--- src/hdl/wwdt_pkg.sv ---
// Shared constants and types of the window watchdog
package wwdt_pkg;

  // ==========================================================
  // Clock and time base
  localparam int unsigned CLK_FREQ_HZ = 25_000_000;
  localparam int unsigned HZ_PER_MHZ = 1_000_000;
  localparam int unsigned CYC_PER_US = CLK_FREQ_HZ / HZ_PER_MHZ;
  localparam int unsigned CNT_W_DEF = 32;

  // ==========================================================
  // Default times in microseconds
  localparam int unsigned TOUT_GND_US_DEF = 10_000;
  localparam int unsigned TOUT_VDD_US_DEF = 100_000;
  localparam int unsigned TOUT_NC_US_DEF = 1_000_000;
  localparam int unsigned RST_DELAY_US_DEF = 200_000;

  // ==========================================================
  // Selection encodings
  localparam logic [1:0] SEL_RATIO_1_8 = 2'h0;
  localparam logic [1:0] SEL_RATIO_1_2 = 2'h1;
  localparam logic [1:0] SEL_DISABLED = 2'h2;
  localparam logic [1:0] SEL_RATIO_3_4 = 2'h3;
  localparam logic [1:0] TSP_GND = 2'h0;
  localparam logic [1:0] TSP_VDD = 2'h1;
  localparam int unsigned SHIFT_EIGHTH = 3;
  localparam int unsigned SHIFT_HALF = 1;
  localparam int unsigned SHIFT_QUARTER = 2;

  // ==========================================================
  // Reset values
  localparam logic KICK_PREV_RST = 1'b0;
  localparam logic FAULT_OE_RST = 1'b0;
  localparam logic FAULT_DO_VAL = 1'b0;

  typedef enum logic [1:0] {
    ST_PWRUP,
    ST_RUN,
    ST_FAULT,
    ST_DIS
  } wwdt_state_e;

endpackage

--- src/hdl/wwdt_cnt.sv ---
// Up counter with clear and increment enable, used for the window and the reset delay
`timescale 1ns/10ps
module wwdt_cnt
  import wwdt_pkg::*;
#(
  parameter int unsigned CNT_W = CNT_W_DEF
) (
  // Clock and reset
  input wire logic clk,
  input wire logic sys_rst,
  // Control
  input wire logic clr,
  input wire logic inc,
  // Count
  output logic [CNT_W-1:0] cnt_r
);

  logic [CNT_W-1:0] cnt_nxt;

  always_comb begin
    cnt_nxt = cnt_r;
    if (clr) begin
      cnt_nxt = '0;
    end else if (inc) begin
      cnt_nxt = cnt_r + {{(CNT_W-1){1'b0}}, 1'b1};
    end
  end

  always_ff @(posedge clk) begin
    if (sys_rst) begin
      cnt_r <= '0;
    end else begin
      cnt_r <= cnt_nxt;
    end
  end

endmodule

--- src/hdl/wwdt_top.sv ---
// Window watchdog: kick window check and fault reset output
//
// Overview of operation
// - Timeout pulls fault output low for delay
// - Power-up ignores kicks until delay expires
// - Kicks ignored while fault output is low
// - Disabled: output released, kicks fully ignored
// - Selects and timeout pin choose ratio, period
`timescale 1ns/10ps
module wwdt_top
  import wwdt_pkg::*;
#(
  parameter int unsigned CNT_W = CNT_W_DEF,
  parameter int unsigned TOUT_GND_US = TOUT_GND_US_DEF,
  parameter int unsigned TOUT_VDD_US = TOUT_VDD_US_DEF,
  parameter int unsigned TOUT_NC_US = TOUT_NC_US_DEF,
  parameter int unsigned RST_DELAY_US = RST_DELAY_US_DEF
) (
  // Clock and reset
  input wire logic clk,
  input wire logic sys_rst,
  // Watchdog kick from the host
  input wire logic kick_input,
  // Configuration straps
  input wire logic window_select_0,
  input wire logic window_select_1,
  input wire logic [1:0] timeout_setting_pin,
  // Open-drain fault output, low while in fault
  output logic fault_reset_output_n_do_r,
  output logic fault_reset_output_n_oe_r
);

  // ==========================================================
  // Derived cycle counts
  localparam longint unsigned TOUT_GND_CYC = longint'(TOUT_GND_US) * CYC_PER_US;
  localparam longint unsigned TOUT_VDD_CYC = longint'(TOUT_VDD_US) * CYC_PER_US;
  localparam longint unsigned TOUT_NC_CYC = longint'(TOUT_NC_US) * CYC_PER_US;
  localparam longint unsigned RST_CYC = longint'(RST_DELAY_US) * CYC_PER_US;
  localparam longint unsigned CNT_LIM = longint'(1) << CNT_W;

  if (CNT_W < 4 || CNT_W > 40 || TOUT_GND_CYC < 8 || TOUT_VDD_CYC < 8 ||
      TOUT_NC_CYC < 8 || RST_CYC < 1 || TOUT_GND_CYC >= CNT_LIM ||
      TOUT_VDD_CYC >= CNT_LIM || TOUT_NC_CYC >= CNT_LIM || RST_CYC >= CNT_LIM) begin : g_bad
    $error("wwdt_top: counts do not fit the counter width");
  end

  localparam logic [CNT_W-1:0] TOUT_GND_M1 = CNT_W'(TOUT_GND_CYC - 1);
  localparam logic [CNT_W-1:0] TOUT_VDD_M1 = CNT_W'(TOUT_VDD_CYC - 1);
  localparam logic [CNT_W-1:0] TOUT_NC_M1 = CNT_W'(TOUT_NC_CYC - 1);
  localparam logic [CNT_W-1:0] RST_M1 = CNT_W'(RST_CYC - 1);

  wwdt_state_e st_r;
  wwdt_state_e st_nxt;
  logic kick_prev_r;
  logic kick_fall;
  logic enabled;
  logic [1:0] sel;
  logic [CNT_W-1:0] upper_m1;
  logic [CNT_W-1:0] upper;
  logic [CNT_W-1:0] lower;
  logic [CNT_W-1:0] win_cnt;
  logic [CNT_W-1:0] dly_cnt;
  logic win_clr;
  logic win_inc;
  logic dly_clr;
  logic dly_inc;
  logic oe_nxt;

  // ==========================================================
  // Configuration decode
  assign sel = {window_select_1, window_select_0};
  assign enabled = (sel != SEL_DISABLED);
  assign kick_fall = kick_prev_r & ~kick_input;

  always_comb begin
    case (timeout_setting_pin)
      TSP_GND: upper_m1 = TOUT_GND_M1;
      TSP_VDD: upper_m1 = TOUT_VDD_M1;
      default: upper_m1 = TOUT_NC_M1;
    endcase
    upper = upper_m1 + {{(CNT_W-1){1'b0}}, 1'b1};
    case (sel)
      SEL_RATIO_1_8: lower = upper >> SHIFT_EIGHTH;
      SEL_RATIO_1_2: lower = upper >> SHIFT_HALF;
      SEL_RATIO_3_4: lower = upper - (upper >> SHIFT_QUARTER);
      default: lower = '0;
    endcase
  end

  // ==========================================================
  // Counters
  wwdt_cnt #(.CNT_W(CNT_W)) u_win_cnt (
    .clk(clk),
    .sys_rst(sys_rst),
    .clr(win_clr),
    .inc(win_inc),
    .cnt_r(win_cnt)
  );

  wwdt_cnt #(.CNT_W(CNT_W)) u_dly_cnt (
    .clk(clk),
    .sys_rst(sys_rst),
    .clr(dly_clr),
    .inc(dly_inc),
    .cnt_r(dly_cnt)
  );

  // ==========================================================
  // Sequencer
  always_comb begin
    st_nxt = st_r;
    win_clr = 1'b0;
    win_inc = 1'b0;
    dly_clr = 1'b0;
    dly_inc = 1'b0;
    case (st_r)
      ST_PWRUP: begin
        dly_inc = 1'b1;
        if (dly_cnt >= RST_M1) begin
          st_nxt = ST_RUN;
          win_clr = 1'b1;
        end
      end
      ST_RUN: begin
        win_inc = 1'b1;
        if (!enabled) begin
          st_nxt = ST_DIS;
        end else if (kick_fall && win_cnt < lower) begin
          st_nxt = ST_FAULT;
          dly_clr = 1'b1;
        end else if (kick_fall) begin
          win_clr = 1'b1;
        end else if (win_cnt >= upper_m1) begin
          st_nxt = ST_FAULT;
          dly_clr = 1'b1;
        end
      end
      ST_FAULT: begin
        dly_inc = 1'b1;
        if (!enabled) begin
          st_nxt = ST_DIS;
        end else if (dly_cnt >= RST_M1) begin
          st_nxt = ST_RUN;
          win_clr = 1'b1;
        end
      end
      ST_DIS: begin
        if (enabled) begin
          st_nxt = ST_RUN;
          win_clr = 1'b1;
        end
      end
      default: begin
        st_nxt = ST_PWRUP;
        dly_clr = 1'b1;
      end
    endcase
    oe_nxt = (st_nxt == ST_FAULT);
  end

  always_ff @(posedge clk) begin
    if (sys_rst) begin
      st_r <= ST_PWRUP;
      kick_prev_r <= KICK_PREV_RST;
      fault_reset_output_n_oe_r <= FAULT_OE_RST;
      fault_reset_output_n_do_r <= FAULT_DO_VAL;
    end else begin
      st_r <= st_nxt;
      kick_prev_r <= kick_input;
      fault_reset_output_n_oe_r <= oe_nxt;
      fault_reset_output_n_do_r <= FAULT_DO_VAL;
    end
  end

  // ==========================================================
  // Assertions
  AST_TIMEOUT_FAULT: assert property (@(posedge clk) disable iff (sys_rst)
    (st_r == ST_RUN && enabled && !kick_fall && win_cnt >= upper_m1)
      |=> fault_reset_output_n_oe_r && dly_cnt == '0)
    else $error("timeout did not assert fault output");

  AST_FAULT_HOLD: assert property (@(posedge clk) disable iff (sys_rst)
    (st_r == ST_FAULT && enabled && dly_cnt < RST_M1) |=> fault_reset_output_n_oe_r)
    else $error("fault output released before reset delay");

  AST_PWRUP_QUIET: assert property (@(posedge clk) disable iff (sys_rst)
    (st_r == ST_PWRUP && dly_cnt < RST_M1) |=> !fault_reset_output_n_oe_r && st_r == ST_PWRUP)
    else $error("power-up left early or faulted");

  AST_FAULT_IGNORES_KICK: assert property (@(posedge clk) disable iff (sys_rst)
    (st_r == ST_FAULT && enabled && kick_fall && dly_cnt < RST_M1)
      |=> st_r == ST_FAULT && dly_cnt == $past(dly_cnt) + 1'b1)
    else $error("kick disturbed fault delay");

  AST_DISABLED_RELEASED: assert property (@(posedge clk) disable iff (sys_rst)
    (!enabled && st_r != ST_PWRUP) ##1 !enabled |-> !fault_reset_output_n_oe_r && st_r == ST_DIS)
    else $error("disabled watchdog drives fault output");

  AST_GOOD_KICK: assert property (@(posedge clk) disable iff (sys_rst)
    (st_r == ST_RUN && enabled && kick_fall && win_cnt >= lower)
      |=> st_r == ST_RUN && win_cnt == '0 && !fault_reset_output_n_oe_r)
    else $error("in-window kick not accepted");

  AST_EARLY_KICK: assert property (@(posedge clk) disable iff (sys_rst)
    (st_r == ST_RUN && enabled && kick_fall && win_cnt < lower)
      |=> fault_reset_output_n_oe_r ##1 fault_reset_output_n_oe_r || !enabled)
    else $error("early kick did not fault");

  COV_TIMEOUT: cover property (@(posedge clk) disable iff (sys_rst)
    st_r == ST_RUN && !kick_fall && win_cnt >= upper_m1 && enabled);
  COV_GOOD_KICK: cover property (@(posedge clk) disable iff (sys_rst)
    st_r == ST_RUN && enabled && kick_fall && win_cnt >= lower);
  COV_EARLY_KICK: cover property (@(posedge clk) disable iff (sys_rst)
    st_r == ST_RUN && enabled && kick_fall && win_cnt < lower);
  COV_DISABLE: cover property (@(posedge clk) disable iff (sys_rst) st_r == ST_DIS);

endmodule

--- config.mk ---
export PLATFORM = sky130hd
export DESIGN_NAME = wwdt_top
export DESIGN_NICKNAME = d
export VERILOG_FILES = /design/src/hdl/wwdt_pkg.sv /design/src/hdl/wwdt_cnt.sv /design/src/hdl/wwdt_top.sv
export SDC_FILE = /design/constraint.sdc
export NUM_CORES = 1
export LEC_CHECK = 0
export BUFFER_PORTS_ARGS = -buffer_cell sky130_fd_sc_hd__buf_4
export CORE_MARGIN = 2
export CORE_UTILIZATION = 61
export CTS_CLUSTER_DIAMETER = 80
export DETAILED_ROUTE_END_ITERATION = 7
export PLACE_DENSITY = 0.85
export SLEW_MARGIN = 20
export SYNTH_ARGS = -nofsm -noshare
export SYNTH_HDL_FRONTEND = slang
export SYNTH_SLANG_ARGS = --single-unit
export TNS_END_PERCENT = 1
--- constraint.sdc ---
create_clock -name clk -period 6.05 [get_ports clk]
set_clock_uncertainty 0.15 [all_clocks]
set_input_delay 0.605 -clock clk [delete_from_list [all_inputs] [get_ports clk]]
set_output_delay 0.605 -clock clk [all_outputs]
set_load 0.02 [all_outputs]
# After elaboration in Yosys (flattened, before gate mapping)
# Cells that the tools add are included.
[op_classes] n_addsub=4 mul=0 div=0 magnitude_cmp=3 n_eq_ne=8 shifts=0 muxes=24 bitwise=2 reduce_logical=7
[ops] operator="32-bit by 1-bit adder with 32-bit output (second input constant)" count=3
[ops] operator="32-bit one-hot mux with 3 select lines" count=1
[ops] operator="25-bit one-hot mux with 2 select lines" count=1
[ops] operator="32-bit by 23-bit greater-or-equal comparator with 1-bit output (second input constant)" count=1
[ops] operator="32-bit by 25-bit greater-or-equal comparator with 1-bit output" count=1
[ops] operator="32-bit less-than comparator" count=1
[ops] operator="32-bit by 30-bit subtractor with 32-bit output" count=1
[ops] operator="2-bit 2-to-1 mux" count=7
[ops] operator="1-bit 2-to-1 mux" count=13
[ops] operator="2-bit equality test (second input constant)" count=4
[ops] operator="2-bit one-hot mux with 4 select lines" count=1
[ops] operator="2-bit by 1-bit equality test with 1-bit output (second input constant)" count=3
[ops] operator="2-bit logical NOT" count=3
[ops] operator="2-bit OR reduction" count=3
[ops] operator="1-bit one-hot mux with 4 select lines" count=1
[ops] operator="2-bit inequality test (second input constant)" count=1
[ops] operator="1-bit bitwise AND" count=1
[ops] operator="1-bit logical AND" count=1
[ops] operator="1-bit NOT" count=1
[totals] reg_bits=68 latch_bits=0 mem_bits_rw=0 romBits=0 word_cells=53 mem_count=0

# Depth between registers and ports, before layout
# Gate-level depths: netlist (run 1).
[depth] word_depth=11 ltp_mapped=17 ltp_nobuf=15

# Hierarchy
# A second synthesis (run 1) with hierarchy kept.
[hier_totals] hier_cells=611 hier_area_um2=5019.8
[by_module_without_submodules] mod="wwdt_cnt" instances=2 cells_each=173 area_each_um2=1560.2 seq_area_each_um2=640.6
[by_module_without_submodules] mod="wwdt_top" instances=1 cells_each=265 area_each_um2=1899.3 seq_area_each_um2=80.1

# Worst setup path before layout (run 1)
# Ideal clock, no wire load.
[synth_path] path_kind="input -> register" from="input timeout_setting_pin[0]" to="register u_win_cnt.cnt_r[23]" t_arrival_ns=4.169 slack_ns=1.593 path_stages=14 path_buffers=3 path_cell_list="or2_2 clkbuf_1 ha_1 clkbuf_1 or2_2 ha_1 nand4_1 or4_1 or4_1 a31oi_1 o311ai_1 a221oi_4 buf_6 nor3_2"
[synth_via] elab_chain_cells=11 elab_cells_between_ends=12 cone_classes="2 x add/sub; 1 x order compare; 1 x eq/ne; 5 x mux; 3 x reduce/logical"
[synth_rtl] element="from (decl)" line="wwdt_top.sv:27" text="input wire logic [1:0] timeout_setting_pin,"
[synth_rtl] element="2-bit by 1-bit equality test with 1-bit output / 2-bit logical NOT (equally long branches)" line="wwdt_top.sv:76" text="case (timeout_setting_pin)"
[synth_rtl] element="25-bit one-hot mux with 2 select lines (*)" line="wwdt_top.sv:76"
[synth_rtl] element="32-bit by 1-bit adder with 32-bit output (*)" line="wwdt_top.sv:81" text="upper = upper_m1 + {{(CNT_W-1){1'b0}}, 1'b1};"
[synth_rtl] element="32-bit by 30-bit subtractor with 32-bit output" line="wwdt_top.sv:85" text="SEL_RATIO_3_4: lower = upper - (upper >> SHIFT_QUARTER);"
[synth_rtl] element="32-bit one-hot mux with 3 select lines (*)" line="wwdt_top.sv:82" text="case (sel)"
[synth_rtl] element="32-bit less-than comparator (*)" line="wwdt_top.sv:128" text="end else if (kick_fall && win_cnt < lower) begin"
[synth_rtl] element="1-bit logical AND (*)" line="wwdt_top.sv:128"
[synth_rtl] element="1-bit 2-to-1 mux (*)" line="wwdt_top.sv:128"
[synth_rtl] element="1-bit 2-to-1 mux (*)" line="wwdt_top.sv:126" text="if (!enabled) begin"
[synth_rtl] element="1-bit one-hot mux with 4 select lines (*)" line="wwdt_top.sv:116" text="case (st_r)"
[synth_rtl] element="2-bit OR reduction (no source line) (*)"
[synth_rtl] element="to (signal assigned)" line="wwdt_cnt.sv:33" text="cnt_r <= cnt_nxt;"
[synth_rtl] element="to (decl)" line="wwdt_cnt.sv:15" text="output logic [CNT_W-1:0] cnt_r"
# Mark *: on every way between the ends. The rest lies on a longest branch, timed or not.
# A chain may end at the register's enable or synchronous reset.

# Worst setup path in the final report (run 1)
[layout_path] from="input timeout_setting_pin[1]" to="register u_win_cnt.cnt_r[11]"
# Same word-level chain as after synthesis.

==> reports/summary.md, run 1 <==
The flow ran to the end, and the final reports show no timing, DRC or antenna violations. Hold repair after CTS inserted 0 buffers. In the synthesized netlist the dominant register cell turns out to be sky130_fd_sc_hd__dfxtp_1. The first routing iteration left 224 violations. For the placed cell count, the log shows 660. The run gives 1360 um^2 as the footprint of the flip-flops and latches. STA classifies the critical path startpoint as an input pin. The arrival time at the worst endpoint is 4.58 ns, and the delay of the slowest cell on the worst path is 0.55 ns.

TritonCTS built the clock tree. The fraction of final layout cells sized beyond drive strength 1 was 7.63%; the total leakage power was 0.00201 uW. Before antenna repair, the detailed router went through 5 iterations. For the number of antenna diodes, the log shows 0. Setup repair after global routing left no endpoint under its margin. Using the TritonRoute via totals, the vias-per-cell ratio works out to 5.94.

In the layout the commonest cells are sky130_fd_sc_hd__dfxtp_1 (68), sky130_fd_sc_hd__nor2_1 (66), sky130_fd_sc_hd__ha_1 (58). The routed design has 10.2 mm of wire. The final worst slack came out at 1.52 ns. Post-CTS clock slew at the launch and capture registers of the worst setup and hold paths: 0.08 ns. The beginning of the worst register-to-register path was st_r[1]$_SDFF_PP0_. The critical-path maximum fanout came out at 18. Data on the critical path is required at its endpoint by 6.10 ns. The number of slew-limit violations in the final report is 0, and the worst-case hold slack is 0.353 ns. In this run the register-to-register setup slack is 2.66 ns.

The fraction of synthesis flops using an asynchronous set or reset pin was 0%; the maximum frequency from static timing analysis was 221 MHz. The overall global routing resource usage is 25.8%. Leaving out fill and tap cells, the most frequent cell in the layout is sky130_fd_sc_hd__dfxtp_1. The worst-case vdd ir drop was 0.129 mV; the count of unique library cells instantiated by Yosys was 53. The tools report the number of antenna-violating nets in the routed design as 0. For hold timing, the worst endpoint is kick_prev_r$_SDFF_PP0_. Number of flops mapped to enable cells by yosys: 0.

Row generation in the floorplan step produced 31 rows. The first-pass GRT wire length is 18.0 mm. Walking the worst path, the cells encountered are buf_4, nor2b_1, inv_1, ha_1, or2_2, ha_1, nand4_1, or4_1, or4_1, a31oi_1, o311ai_1, a221oi_4, buf_4, nor3_1.

The fraction of synthesized cell area taken by the top area cell type was 29.0%; the x dimension of the die was 91.8 um. Sorting the synthesized cells by area gives the leading types as sky130_fd_sc_hd__dfxtp_1 (29%), sky130_fd_sc_hd__ha_1 (15%), sky130_fd_sc_hd__xor2_1 (7.3%). The pin slew with the least headroom to its limit was 1.12 ns; the H-tree level count was 3.

Entering global routing, the biggest net connects 37 pins. The count of input and output buffers is 7. At the end of routability-driven placement, the weighted congestion stood at 0.950. For the setup TNS after final layout, the log shows 0 ns.

Detailed routing inserted a total of 4016 vias. Setup violations remaining at the end of the flow were counted as 0. The reg-to-reg critical path endpoint is u_win_cnt.cnt_r[31]$_SDFFE_PP0P_.

The tree built by TritonCTS fans out to 68 sinks. In this run, CTS created clock tree buffers numbering 9. The worst hold path was traced through 3 stages. The tools report the number of max-capacitance violations reported as 0. Power spread over the standard cell area amounts to 181 nW/um^2.

After clock tree synthesis, the repair step resized 0 gates. The final layout net count was 637; the minimum clock period was 4.53 ns. After synthesis the netlist holds a flip-flop and latch count of 68.

In the routed design, unresolved DRC markers number 0. The number of buffers on the longest clock path came out at 2. Total area of multi-input combinational cells: 3170 um^2. The number of nets in the synthesized netlist is 640. Pre-CTS setup slack: 1.19 ns.

Library cell with the largest summed area after synthesis: sky130_fd_sc_hd__dfxtp_1. The core region area was 7370 um^2; the global route total overflow was 0. Each instance of the synthesized netlist takes up on average 8.17 um^2.

The count of cells in the finished layout, fillers not included, comes to 676. Among all stages on the critical path, the largest delay is contributed by sky130_fd_sc_hd__or4_1. The sequential fraction of the synthesis area came out at 29.0%. Measured against its own limit, the worst slew margin works out to 24.6%. The min-delay analysis places its worst path in the category input pin to flop. The startpoint identified for the worst hold timing path is kick_input. Once the floorplan was initialized, standard cells occupied 63.7% of the core. The critical path is of the input pin to flop type. The logs give 0 for the number of antenna violations at the first check in global routing and 0 for the number of setup buffers added after CTS. The placed wire-length estimate was 7.70 mm; the die area was 8420 um^2.

The y dimension of the die came out at 91.8 um. The number of inserted filler cells in the final layout was 599; the count of endpoints failing hold in the final timing report was 0. The run gives 3995 as the via count of the first global-routing pass. The type of element capturing the critical path is a flop. The warning count from the yosys run was 0; the source-to-sink clock delay at the later pin of the worst-skew pair was 0.35 ns. In the final routed layout, each cell accounts on average for 15.1 um. The post-route clock period utilization works out to 74.8%.

The number of instances in the synthesized netlist was 575. The tools report the count of pins on the block boundary as 9. The master cell of the clock root buffer is sky130_fd_sc_hd__clkbuf_8.

The layout overhead on the synthesized area was 6.29%; the depth of the most critical reg-to-reg path was 8. The cell area that synthesis handed to floorplanning was 4700 um^2.
[where the power goes]
group	leakage (uW)	internal [uW]	switching [uW]
Sequential	0.000548	449	2.04
Clock	0.000104	192	185
Combinational	0.00136	27.6	49.6
Total	0.00201	669	237
[critical path: cells and delay by family]
kind,cells,cell delay [ns]
buffers and inverters,3,0.67
and+or+nand+nor,6,1.90
AOI/OAI and AO/OA,3,0.70
adders and majority gates,2,0.68
[synthesized netlist by cell type (17+ instances only)]
library cell                n
sky130_fd_sc_hd__nor2_1    66
sky130_fd_sc_hd__xor2_1    39
sky130_fd_sc_hd__xnor2_1   23
sky130_fd_sc_hd__inv_1     17
sky130_fd_sc_hd__nor3_1    34
sky130_fd_sc_hd__nand3_1   24
sky130_fd_sc_hd__clkbuf_1  18
sky130_fd_sc_hd__a21oi_1   29
sky130_fd_sc_hd__dfxtp_1   68
sky130_fd_sc_hd__ha_1      58
sky130_fd_sc_hd__o21ai_0   21
sky130_fd_sc_hd__nand2_1   57
[sequential cells by signal, summed over array words and instances, names as in the netlist]
signal	flops
st_r	2
kick_prev_r	1
u_dly_cnt.cnt_r	32
u_win_cnt.cnt_r	32
fault_reset_output_n_oe_r	1
[layer usage]
metal,vias up,part of all wire (%),track usage [%]
li1,2036,-,-
met1,1857,47,34.5
met2,97,46,41.5
met3,26,4.2,4.27
met4,0,2.3,10.7
met5,-,0,0
[worst max path at each step]
stage	cells past startpoint	end	slack (ns)	startpoint
after floorplan	14	u_win_cnt.cnt_r[23]$_SDFFE_PP0P_	1.59	timeout_setting_pin[0]
final	14	u_win_cnt.cnt_r[11]$_SDFFE_PP0P_	1.52	timeout_setting_pin[1]
after global routing	14	u_win_cnt.cnt_r[10]$_SDFFE_PP0P_	1.25	timeout_setting_pin[0]
after global placement	14	u_win_cnt.cnt_r[31]$_SDFFE_PP0P_	1.36	timeout_setting_pin[1]
after detailed placement	14	u_win_cnt.cnt_r[20]$_SDFFE_PP0P_	1.19	timeout_setting_pin[0]
after CTS	14	u_win_cnt.cnt_r[11]$_SDFFE_PP0P_	1.54	timeout_setting_pin[0]
[layout make-up]
cell class,count,share of cell area [%]
Clock buffer,9,2.48
Clock inverter,7,1.50
Inverter,17,1.28
Multi-Input combinational cell,466,63.5
Sequential cell,68,27.3
Tap cell,99,2.48
Timing Repair Buffer,10,1.50
[cells by family after synthesis]
family	Yosys count	share of synthesized area, %
mux	2	0.453
fa+ha+maj	58	15.5
buf+inv	41	3.84
other cells	1	0.0798
compound gates	83	11.3
simple gates	260	28.3
xor+xnor	62	11.6
flops	68	29.0
[stage by stage]
stage                     util, %  area (um^2)  power (uW)
after floorplan                 -         4700         519
after global placement       65.0         4790         535
after detailed placement     65.0         4790         538
after CTS                    67.7         4990         909
after global routing         67.7         4990         941
final                        67.7         4990         906
Power figures use the tool's default switching activity.
==> run 2: changes to the inputs <==
==> constraint.sdc (replaced) <==
create_clock -name clk -period 4.45 [get_ports clk]
set_clock_uncertainty 0.15 [all_clocks]
set_input_delay 0.445 -clock clk [delete_from_list [all_inputs] [get_ports clk]]
set_output_delay 0.445 -clock clk [all_outputs]
set_load 0.02 [all_outputs]
==> run 2 against run 1 <==
Wire length is 4.7% higher. Worst setup slack worse by 1.2 ns. Sequential cell count stayed put. First-iteration DRC count is 68% higher. Final area is 1.1% higher. Critical path type unchanged. Non-clock buffer count is 7 higher. Core utilization is 0.73 points higher.
==> reports/summary.md, run 2 (synthesized netlist as in run 1, its figures left out) <==
The flow ran to the end, and the final reports show no timing, DRC or antenna violations. The core region area was 7370 um^2 (unchanged); the global route total overflow was 0 (unchanged). The detail-routed net length per standard cell was 15.7 um (+4.0%).

TritonCTS built the clock tree. After layout, the worst path uses 93.8% of the clock period. The die area was 8420 um^2 (unchanged); the source-to-sink clock delay at the later pin of the worst-skew pair was 0.35 ns (about the same). Compared with the post-synthesis result, the final layout area differs by 7.43%. The number of antenna-violating nets in the routed design came out at 0 (unchanged). The worst hold path belongs to the class input pin to flop. The detailed-route DRC error count was 0 (unchanged); the final worst slack was 0.278 ns (-1.25 ns). The arrival time at the worst endpoint is 4.24 ns (-0.34 ns).

Largest net degree at the start of global routing: 37 (unchanged). The logs give 9 (unchanged) for the TritonCTS buffer count and 63.7% (unchanged) for the starting density of the core. The worst-case vdd ir drop came out at 0.123 mV (-4.1%). Setup repair after global routing left no endpoint under its margin. The logs give 3 (unchanged) for the H-tree level count and 240 MHz for the maximum frequency from static timing analysis.

In this run the clock root is driven by a sky130_fd_sc_hd__clkbuf_8. The logs give 0 (unchanged) for the number of antenna violations at the first check in global routing and 4000 (+0.13%) for the via count of the first global-routing pass. In the layout the commonest cells are sky130_fd_sc_hd__dfxtp_1 (68), sky130_fd_sc_hd__nor2_1 (66), sky130_fd_sc_hd__ha_1 (58). The type of element capturing the critical path was a flop. The relative slew slack was 26.1% (+1.5 points). The critical-path maximum fanout works out to 32 (+14). Violation count after the first detailed-route iteration: 377 (+68%). STA classifies the critical path startpoint as an input pin.

The vias per cell is 6.17 (+3.8%), and the number of max-capacitance violations reported is 0 (unchanged). The worst min-delay path startpoint is kick_input. The post-CTS clock slew at the launch and capture registers of the worst setup and hold paths was 0.07 ns (about the same); the placed wire-length estimate was 8.04 mm (+4.4%). The last weighted congestion value of the routability-driven placer was 0.897 (-5.6%); the y dimension of the die was 91.8 um (unchanged). The largest registers in the layout are u_dly_cnt.cnt_r: 32 flops, u_win_cnt.cnt_r: 32 flops, st_r: 2 flops. The library cell used most frequently in the layout, excluding fill and tap cells, is sky130_fd_sc_hd__dfxtp_1. The placed cell count is 667 (+1.1%). For the row count, the log shows 31 (unchanged). The count of input and output buffers came out at 7 (unchanged). The tools report the detailed-routing iteration count for the pre-antenna-repair pass as 5 (unchanged).

Total leakage power: 0.00204 uW (+1.5%). The overall power of the completed layout is 1190 uW (+31%). The pin slew with the least headroom to its limit was 1.09 ns (-0.0229 ns).

The tools report the source of the critical timing path as timeout_setting_pin[0]. The logs give 0 (unchanged) for the number of antenna diodes and 68 (unchanged) for the number of sinks driven by the clock tree. The run gives 4199 (+4.6%) as the via count. The number of buffers on the longest clock path is 2 (unchanged), and the power density relative to cell area is 235 nW/um^2 (+30%). The number of hold-repair buffers added at the cts stage is 0 (unchanged). The tools report the beginning of the worst register-to-register path as st_r[1]$_SDFF_PP0_. The fraction of final layout cells sized beyond drive strength 1 is 8.42% (+0.79 points), and the x dimension of the die is 91.8 um (unchanged). The number of setup buffers added after CTS came out at 0 (unchanged).

The number of inserted filler cells in the final layout came out at 598 (-0.17%). The run gives 26.2% (+0.34 points) as the overall global routing resource usage. The pre-CTS setup slack was -0.0329 ns (-1.22 ns).

The tools report the critical path required time as 4.52 ns (-1.58 ns). The tools report the number of slew-limit violations in the final report as 0 (unchanged). The critical path in this run is classified as input pin to flop. The first-pass GRT wire length is 18.1 mm (+0.70%). The count of pins on the block boundary is 9 (unchanged), and the post-cts resize count is 0 (unchanged). The count of endpoints failing hold in the final timing report is 0 (unchanged). The routed design could run at a clock period as short as 4.17 ns. For the setup TNS after final layout, the log shows 0 ns (unchanged). The count of placed standard cells in the final layout, fillers left out is 681 (+0.74%). The count of final setup violators is 0 (unchanged), and the final layout net count is 644 (+1.1%). The routed wire length was 10.7 mm (+4.7%).
==> run 2: cell types whose count changed in the layout (fill, tap and decap cells not counted), sizes merged <==
| cell | change |
|---|---|
| bufinv | -1 |
| clkbuf | +3 |
| inv | -1 |
| buf | +7 |
| clkinv | -3 |
==> run 2: critical path, stage by stage <==
cell,delay (ns)
sky130_fd_sc_hd__buf_4,0.13
sky130_fd_sc_hd__or2_2,0.36
sky130_fd_sc_hd__inv_1,0.08
sky130_fd_sc_hd__ha_1,0.15
sky130_fd_sc_hd__nand2_1,0.10
sky130_fd_sc_hd__or2_2,0.29
sky130_fd_sc_hd__ha_1,0.32
sky130_fd_sc_hd__nand4_1,0.13
sky130_fd_sc_hd__or4_1,0.55
sky130_fd_sc_hd__or4_1,0.55
sky130_fd_sc_hd__a31oi_1,0.28
sky130_fd_sc_hd__o311ai_1,0.21
sky130_fd_sc_hd__a221oi_4,0.33
sky130_fd_sc_hd__buf_12,0.24
sky130_fd_sc_hd__nor3_1,0.09
==> run 2: report_power, final <==
part | total [uW] | switching [uW] | internal, uW
Sequential | 614 | 2.49 | 611
Clock | 460 | 220 | 240
Combinational | 114 | 70.3 | 43.5
==> run 2: metal layers <==
metal | up-vias | global-route usage, % | wire length, um
met5 | - | 0 | 0
met1 | 2014 | 33.6 | 4810
met3 | 24 | 3.45 | 499
met2 | 114 | 43.2 | 5090
li1 | 2047 | - | -
met4 | 0 | 12.9 | 287
==> run 2: stage by stage <==
stage                     hold WS [ns]  utilization (%)  instance area [um^2]
after global routing             0.212             68.5                  5050
after detailed placement         0.351             66.1                  4870
after CTS                        0.197             68.5                  5050
final                            0.193             68.5                  5050
after global placement           0.345             66.1                  4870
after floorplan                  0.330                -                  4700
==> run 2: final timing paths <==
kind | endpoint | slack (ns) | depth (start not counted)
max | u_win_cnt.cnt_r[16]$_SDFFE_PP0P_ | 0.28 | 15
min | kick_prev_r$_SDFF_PP0_ | 0.19 | 3
min reg2reg | u_dly_cnt.cnt_r[1]$_SDFFE_PP0P_ | 0.36 | 2
max reg2reg | u_win_cnt.cnt_r[31]$_SDFFE_PP0P_ | 0.98 | 8
==> run 2: final cells by class <==
cell class	instances	area (um^2)	area share, %
clock buffer	12	165	3.27
clock inverter	2	10.0	0.198
tap	99	124	2.45
sequential	68	1360	27.0
inverter	17	63.8	1.26
multi-input combinational	466	3170	62.8
timing repair buffer	17	153	3.03
==> run 3: changes to the inputs <==
--- a/config.mk
+++ b/config.mk
@@ -5,6 +5,7 @@
 export SDC_FILE = /design/constraint.sdc
 export NUM_CORES = 1
 export LEC_CHECK = 0
+export ABC_AREA = 1
 export BUFFER_PORTS_ARGS = -buffer_cell sky130_fd_sc_hd__buf_4
 export CORE_MARGIN = 2
 export CORE_UTILIZATION = 61
==> run 3 against run 2 <==
Power increased by 2.4%. Wire length grew 5.0%. Sequential cell count is the same. First-iteration DRC count fell by 38%. Synthesized cell count increased by 22%. Non-clock buffer count decreased by 6. Combinational power shrank 7%. Largest power group unchanged.
==> reports/summary.md, run 3 <==
The run finished with clean final reports. The most frequent cell after synthesis is sky130_fd_sc_hd__nand2_1. For the post-synth net total, the log shows 769 (+20%). The worst setup path is captured at a flop. The mean area per synthesized cell is 7.10 um^2 (-13%), and the row count is 33 (+6.5%). For the die area, the log shows 8930 um^2 (+6.1%). Fraction of synthesized cell area taken by the top area cell type: 27.2% (-1.7 points). The number of flops mapped to enable cells by yosys was 0 (unchanged); the number of antenna diodes was 0 (unchanged). The routed wire length is 11.2 mm (+5.0%). The power density relative to cell area was 229 nW/um^2 (-2.6%); the minimum clock period was 3.74 ns (-0.430 ns). The critical path is of the input pin to flop type. For the maximum frequency from static timing analysis, the log shows 267 MHz (+11%). The type of origin of the critical path is an input pin.

The core region area is 8090 um^2 (+9.8%), and the critical-path maximum fanout is 32 (unchanged). The logs give 33 (-11%) for the largest net degree at the start of global routing and 3.86 ns (-0.38 ns) for the arrival time at the worst endpoint. For the setup TNS after final layout, the log shows 0 ns (unchanged). The tools report the worst-case hold slack as 0.133 ns (-0.0602 ns). The number of sinks driven by the clock tree was 68 (unchanged); the violation count after the first detailed-route iteration was 235 (-38%).

The y dimension of the die was 94.5 um (+3.0%). Last weighted congestion value of the routability-driven placer: 0.938 (+4.6%). The tools report the number of hold-repair buffers added at the cts stage as 0 (unchanged).

Clock tree synthesis selected as its root buffer the cell sky130_fd_sc_hd__clkbuf_8. The tools report the via count of the first global-routing pass as 4342 (+8.6%). The count of unique library cells instantiated by Yosys came out at 43 (-19%). Number of instances in the synthesized netlist: 704 (+22%).

Among all flip-flop cells after synthesis, the most frequent one is sky130_fd_sc_hd__dfxtp_1. Leaving out fill and tap cells, the most frequent cells in the layout are sky130_fd_sc_hd__nand2_1 (144), sky130_fd_sc_hd__nor2_1 (123), sky130_fd_sc_hd__inv_1 (71). Count of input and output buffers: 7 (unchanged). The post-CTS clock slew at the launch and capture registers of the worst setup and hold paths was 0.07 ns (about the same). The detail-routed net length per standard cell is 13.7 um (-13%), and the synthesized flop and latch total is 68 (unchanged).

The library cell used most frequently in the layout, excluding fill and tap cells, is sky130_fd_sc_hd__nand2_1. The overall power of the completed layout was 1220 uW (+2.4%); the fraction of final layout cells sized beyond drive strength 1 was 8.23% (-0.19 points). The logs give 8.74 mm (+8.7%) for the placed wire-length estimate and 0.35 ns (about the same) for the source-to-sink clock delay at the later pin of the worst-skew pair. The detailed-route DRC error count was 0 (unchanged); the number of antenna-violating nets in the routed design was 0 (unchanged).

The run gives 58.2% (+32 points) as the relative slew slack. The vias per cell came out at 5.55 (-10%). For the via count, the log shows 4563 (+8.7%). Fraction of synthesis flops using an asynchronous set or reset pin: 0% (unchanged). The starting density of the core was 61.8% (-2.0 points); the x dimension of the die was 94.5 um (+3.0%). The total leakage power is 0.00234 uW (+14%), and the post-route clock period utilization is 84.1% (-9.7 points).

The netlist area before placement is 5000 um^2 (+6.4%). The critical path required time came out at 4.57 ns (+0.05 ns). The number of antenna violations at the first check in global routing is 0 (unchanged). The global route total overflow is 0 (unchanged), and the TritonCTS buffer count is 9 (unchanged).

In the final layout, the registers with the most flip-flops are u_dly_cnt.cnt_r: 32 flops, u_win_cnt.cnt_r: 32 flops, st_r: 2 flops. For the post-cts resize count, the log shows 0 (unchanged). Setup repair after global routing left no endpoint under its margin.

Number of max-capacitance violations reported: 0 (unchanged). The biggest area contributor in the post-synthesis netlist is sky130_fd_sc_hd__dfxtp_1. In this run the worst hold path is classified as input pin to flop. Worst-case vdd ir drop: 0.200 mV (+62%).

The detailed-routing iteration count for the pre-antenna-repair pass was 5 (unchanged); the warning count from the yosys run was 0 (unchanged). The run gives 9 (unchanged) as the count of pins on the block boundary. The layout overhead on the synthesized area came out at 6.16%. The first-pass GRT wire length was 19.1 mm (+5.6%). The pin slew with the least headroom to its limit was 0.625 ns (-0.468 ns); the overall global routing resource usage was 26.7% (+0.54 points). Count of endpoints failing hold in the final timing report: 0 (unchanged). TritonCTS built the clock tree.

By count the netlist is led by sky130_fd_sc_hd__nand2_1 (144), sky130_fd_sc_hd__nor2_1 (123), sky130_fd_sc_hd__inv_1 (71). The final layout net count is 778 (+21%). Number of setup buffers added after CTS: 0 (unchanged).

The number of buffers on the longest clock path was 2 (unchanged); the count of final setup violators was 0 (unchanged). The H-tree level count came out at 3 (unchanged). The logs give 0 (unchanged) for the number of slew-limit violations in the final report and 27.2% (-1.7 points) for the sequential fraction of the synthesis area. By area the synthesized netlist is led by sky130_fd_sc_hd__dfxtp_1 (27%), sky130_fd_sc_hd__ha_1 (15%), sky130_fd_sc_hd__nand2_1 (11%).
[run 3: worst paths after layout]
path / start / endpoint / slack, ns / depth (start not counted)
setup / recovery: timeout_setting_pin[1] / u_win_cnt.cnt_r[12]$_SDFFE_PP0P_ / 0.71 / 23
hold reg to reg: u_dly_cnt.cnt_r[1]$_SDFFE_PP0P_ / u_dly_cnt.cnt_r[1]$_SDFFE_PP0P_ / 0.34 / 2
setup reg to reg: u_win_cnt.cnt_r[27]$_SDFFE_PP0P_ / u_win_cnt.cnt_r[12]$_SDFFE_PP0P_ / 1.64 / 16
hold / removal: sys_rst / kick_prev_r$_SDFF_PP0_ / 0.13 / 2
[run 3: cells by family after synthesis]
kind of cell    Yosys count  share of synthesized area (%)
fa+ha+maj                58                           14.5
other cells               1                         0.0750
flops                    68                           27.2
compound gates           67                           7.58
xor+xnor                 50                           8.76
buf+inv                  87                           7.36
simple gates            373                           34.5
[run 3: report_power, final]
part	internal [uW]	switching, uW	total [uW]
clock	271	225	496
combinational	36.0	70.2	106
sequential	611	2.17	613
[run 3: final cells by class]
| type | count | area (um^2) |
|---|---|---|
| clock buffer | 13 | 149 |
| inverter | 74 | 278 |
| multi-input combinational | 549 | 3270 |
| sequential | 68 | 1360 |
| clock inverter | 2 | 35.0 |
| tap | 105 | 131 |
| fill | 700 | 2790 |
| timing repair buffer | 11 | 82.6 |
[run 3: worst max-delay path: stages]
cell                       delay, ns
sky130_fd_sc_hd__buf_4          0.14
sky130_fd_sc_hd__inv_1          0.22
sky130_fd_sc_hd__nand2_1        0.13
sky130_fd_sc_hd__ha_1           0.30
sky130_fd_sc_hd__inv_1          0.19
sky130_fd_sc_hd__nor2_1         0.13
sky130_fd_sc_hd__a221oi_1       0.29
sky130_fd_sc_hd__ha_1           0.31
sky130_fd_sc_hd__a21oi_1        0.14
sky130_fd_sc_hd__o21ai_0        0.09
sky130_fd_sc_hd__nand2_1        0.06
sky130_fd_sc_hd__nand3_1        0.06
sky130_fd_sc_hd__a21oi_1        0.22
sky130_fd_sc_hd__nand2_1        0.13
sky130_fd_sc_hd__nand2_2        0.09
sky130_fd_sc_hd__nand2_1        0.05
sky130_fd_sc_hd__nand2_1        0.06
sky130_fd_sc_hd__nand2_1        0.05
sky130_fd_sc_hd__nand2_1        0.05
sky130_fd_sc_hd__nand2_1        0.05
sky130_fd_sc_hd__nand2_1        0.06
sky130_fd_sc_hd__nand2_2        0.35
sky130_fd_sc_hd__nor2_1         0.24
[run 3: layer usage]
metal	track usage, %	wire length (um)	vias up
met3	5.75	599	21
met4	7.97	154	0
li1	-	-	2306
met2	45.9	5340	129
met1	33.6	5120	2107
met5	0	0	-
[run 3: per-stage QoR]
stage	instances	cell area, um^2	util (%)	setup WS, ns
after global routing	822	5310	65.6	0.367
after global placement	807	5120	63.3	0.538
final	822	5310	65.6	0.707
after floorplan	704	5000	-	1.19
after detailed placement	807	5120	63.3	0.406
after CTS	822	5310	65.6	0.737
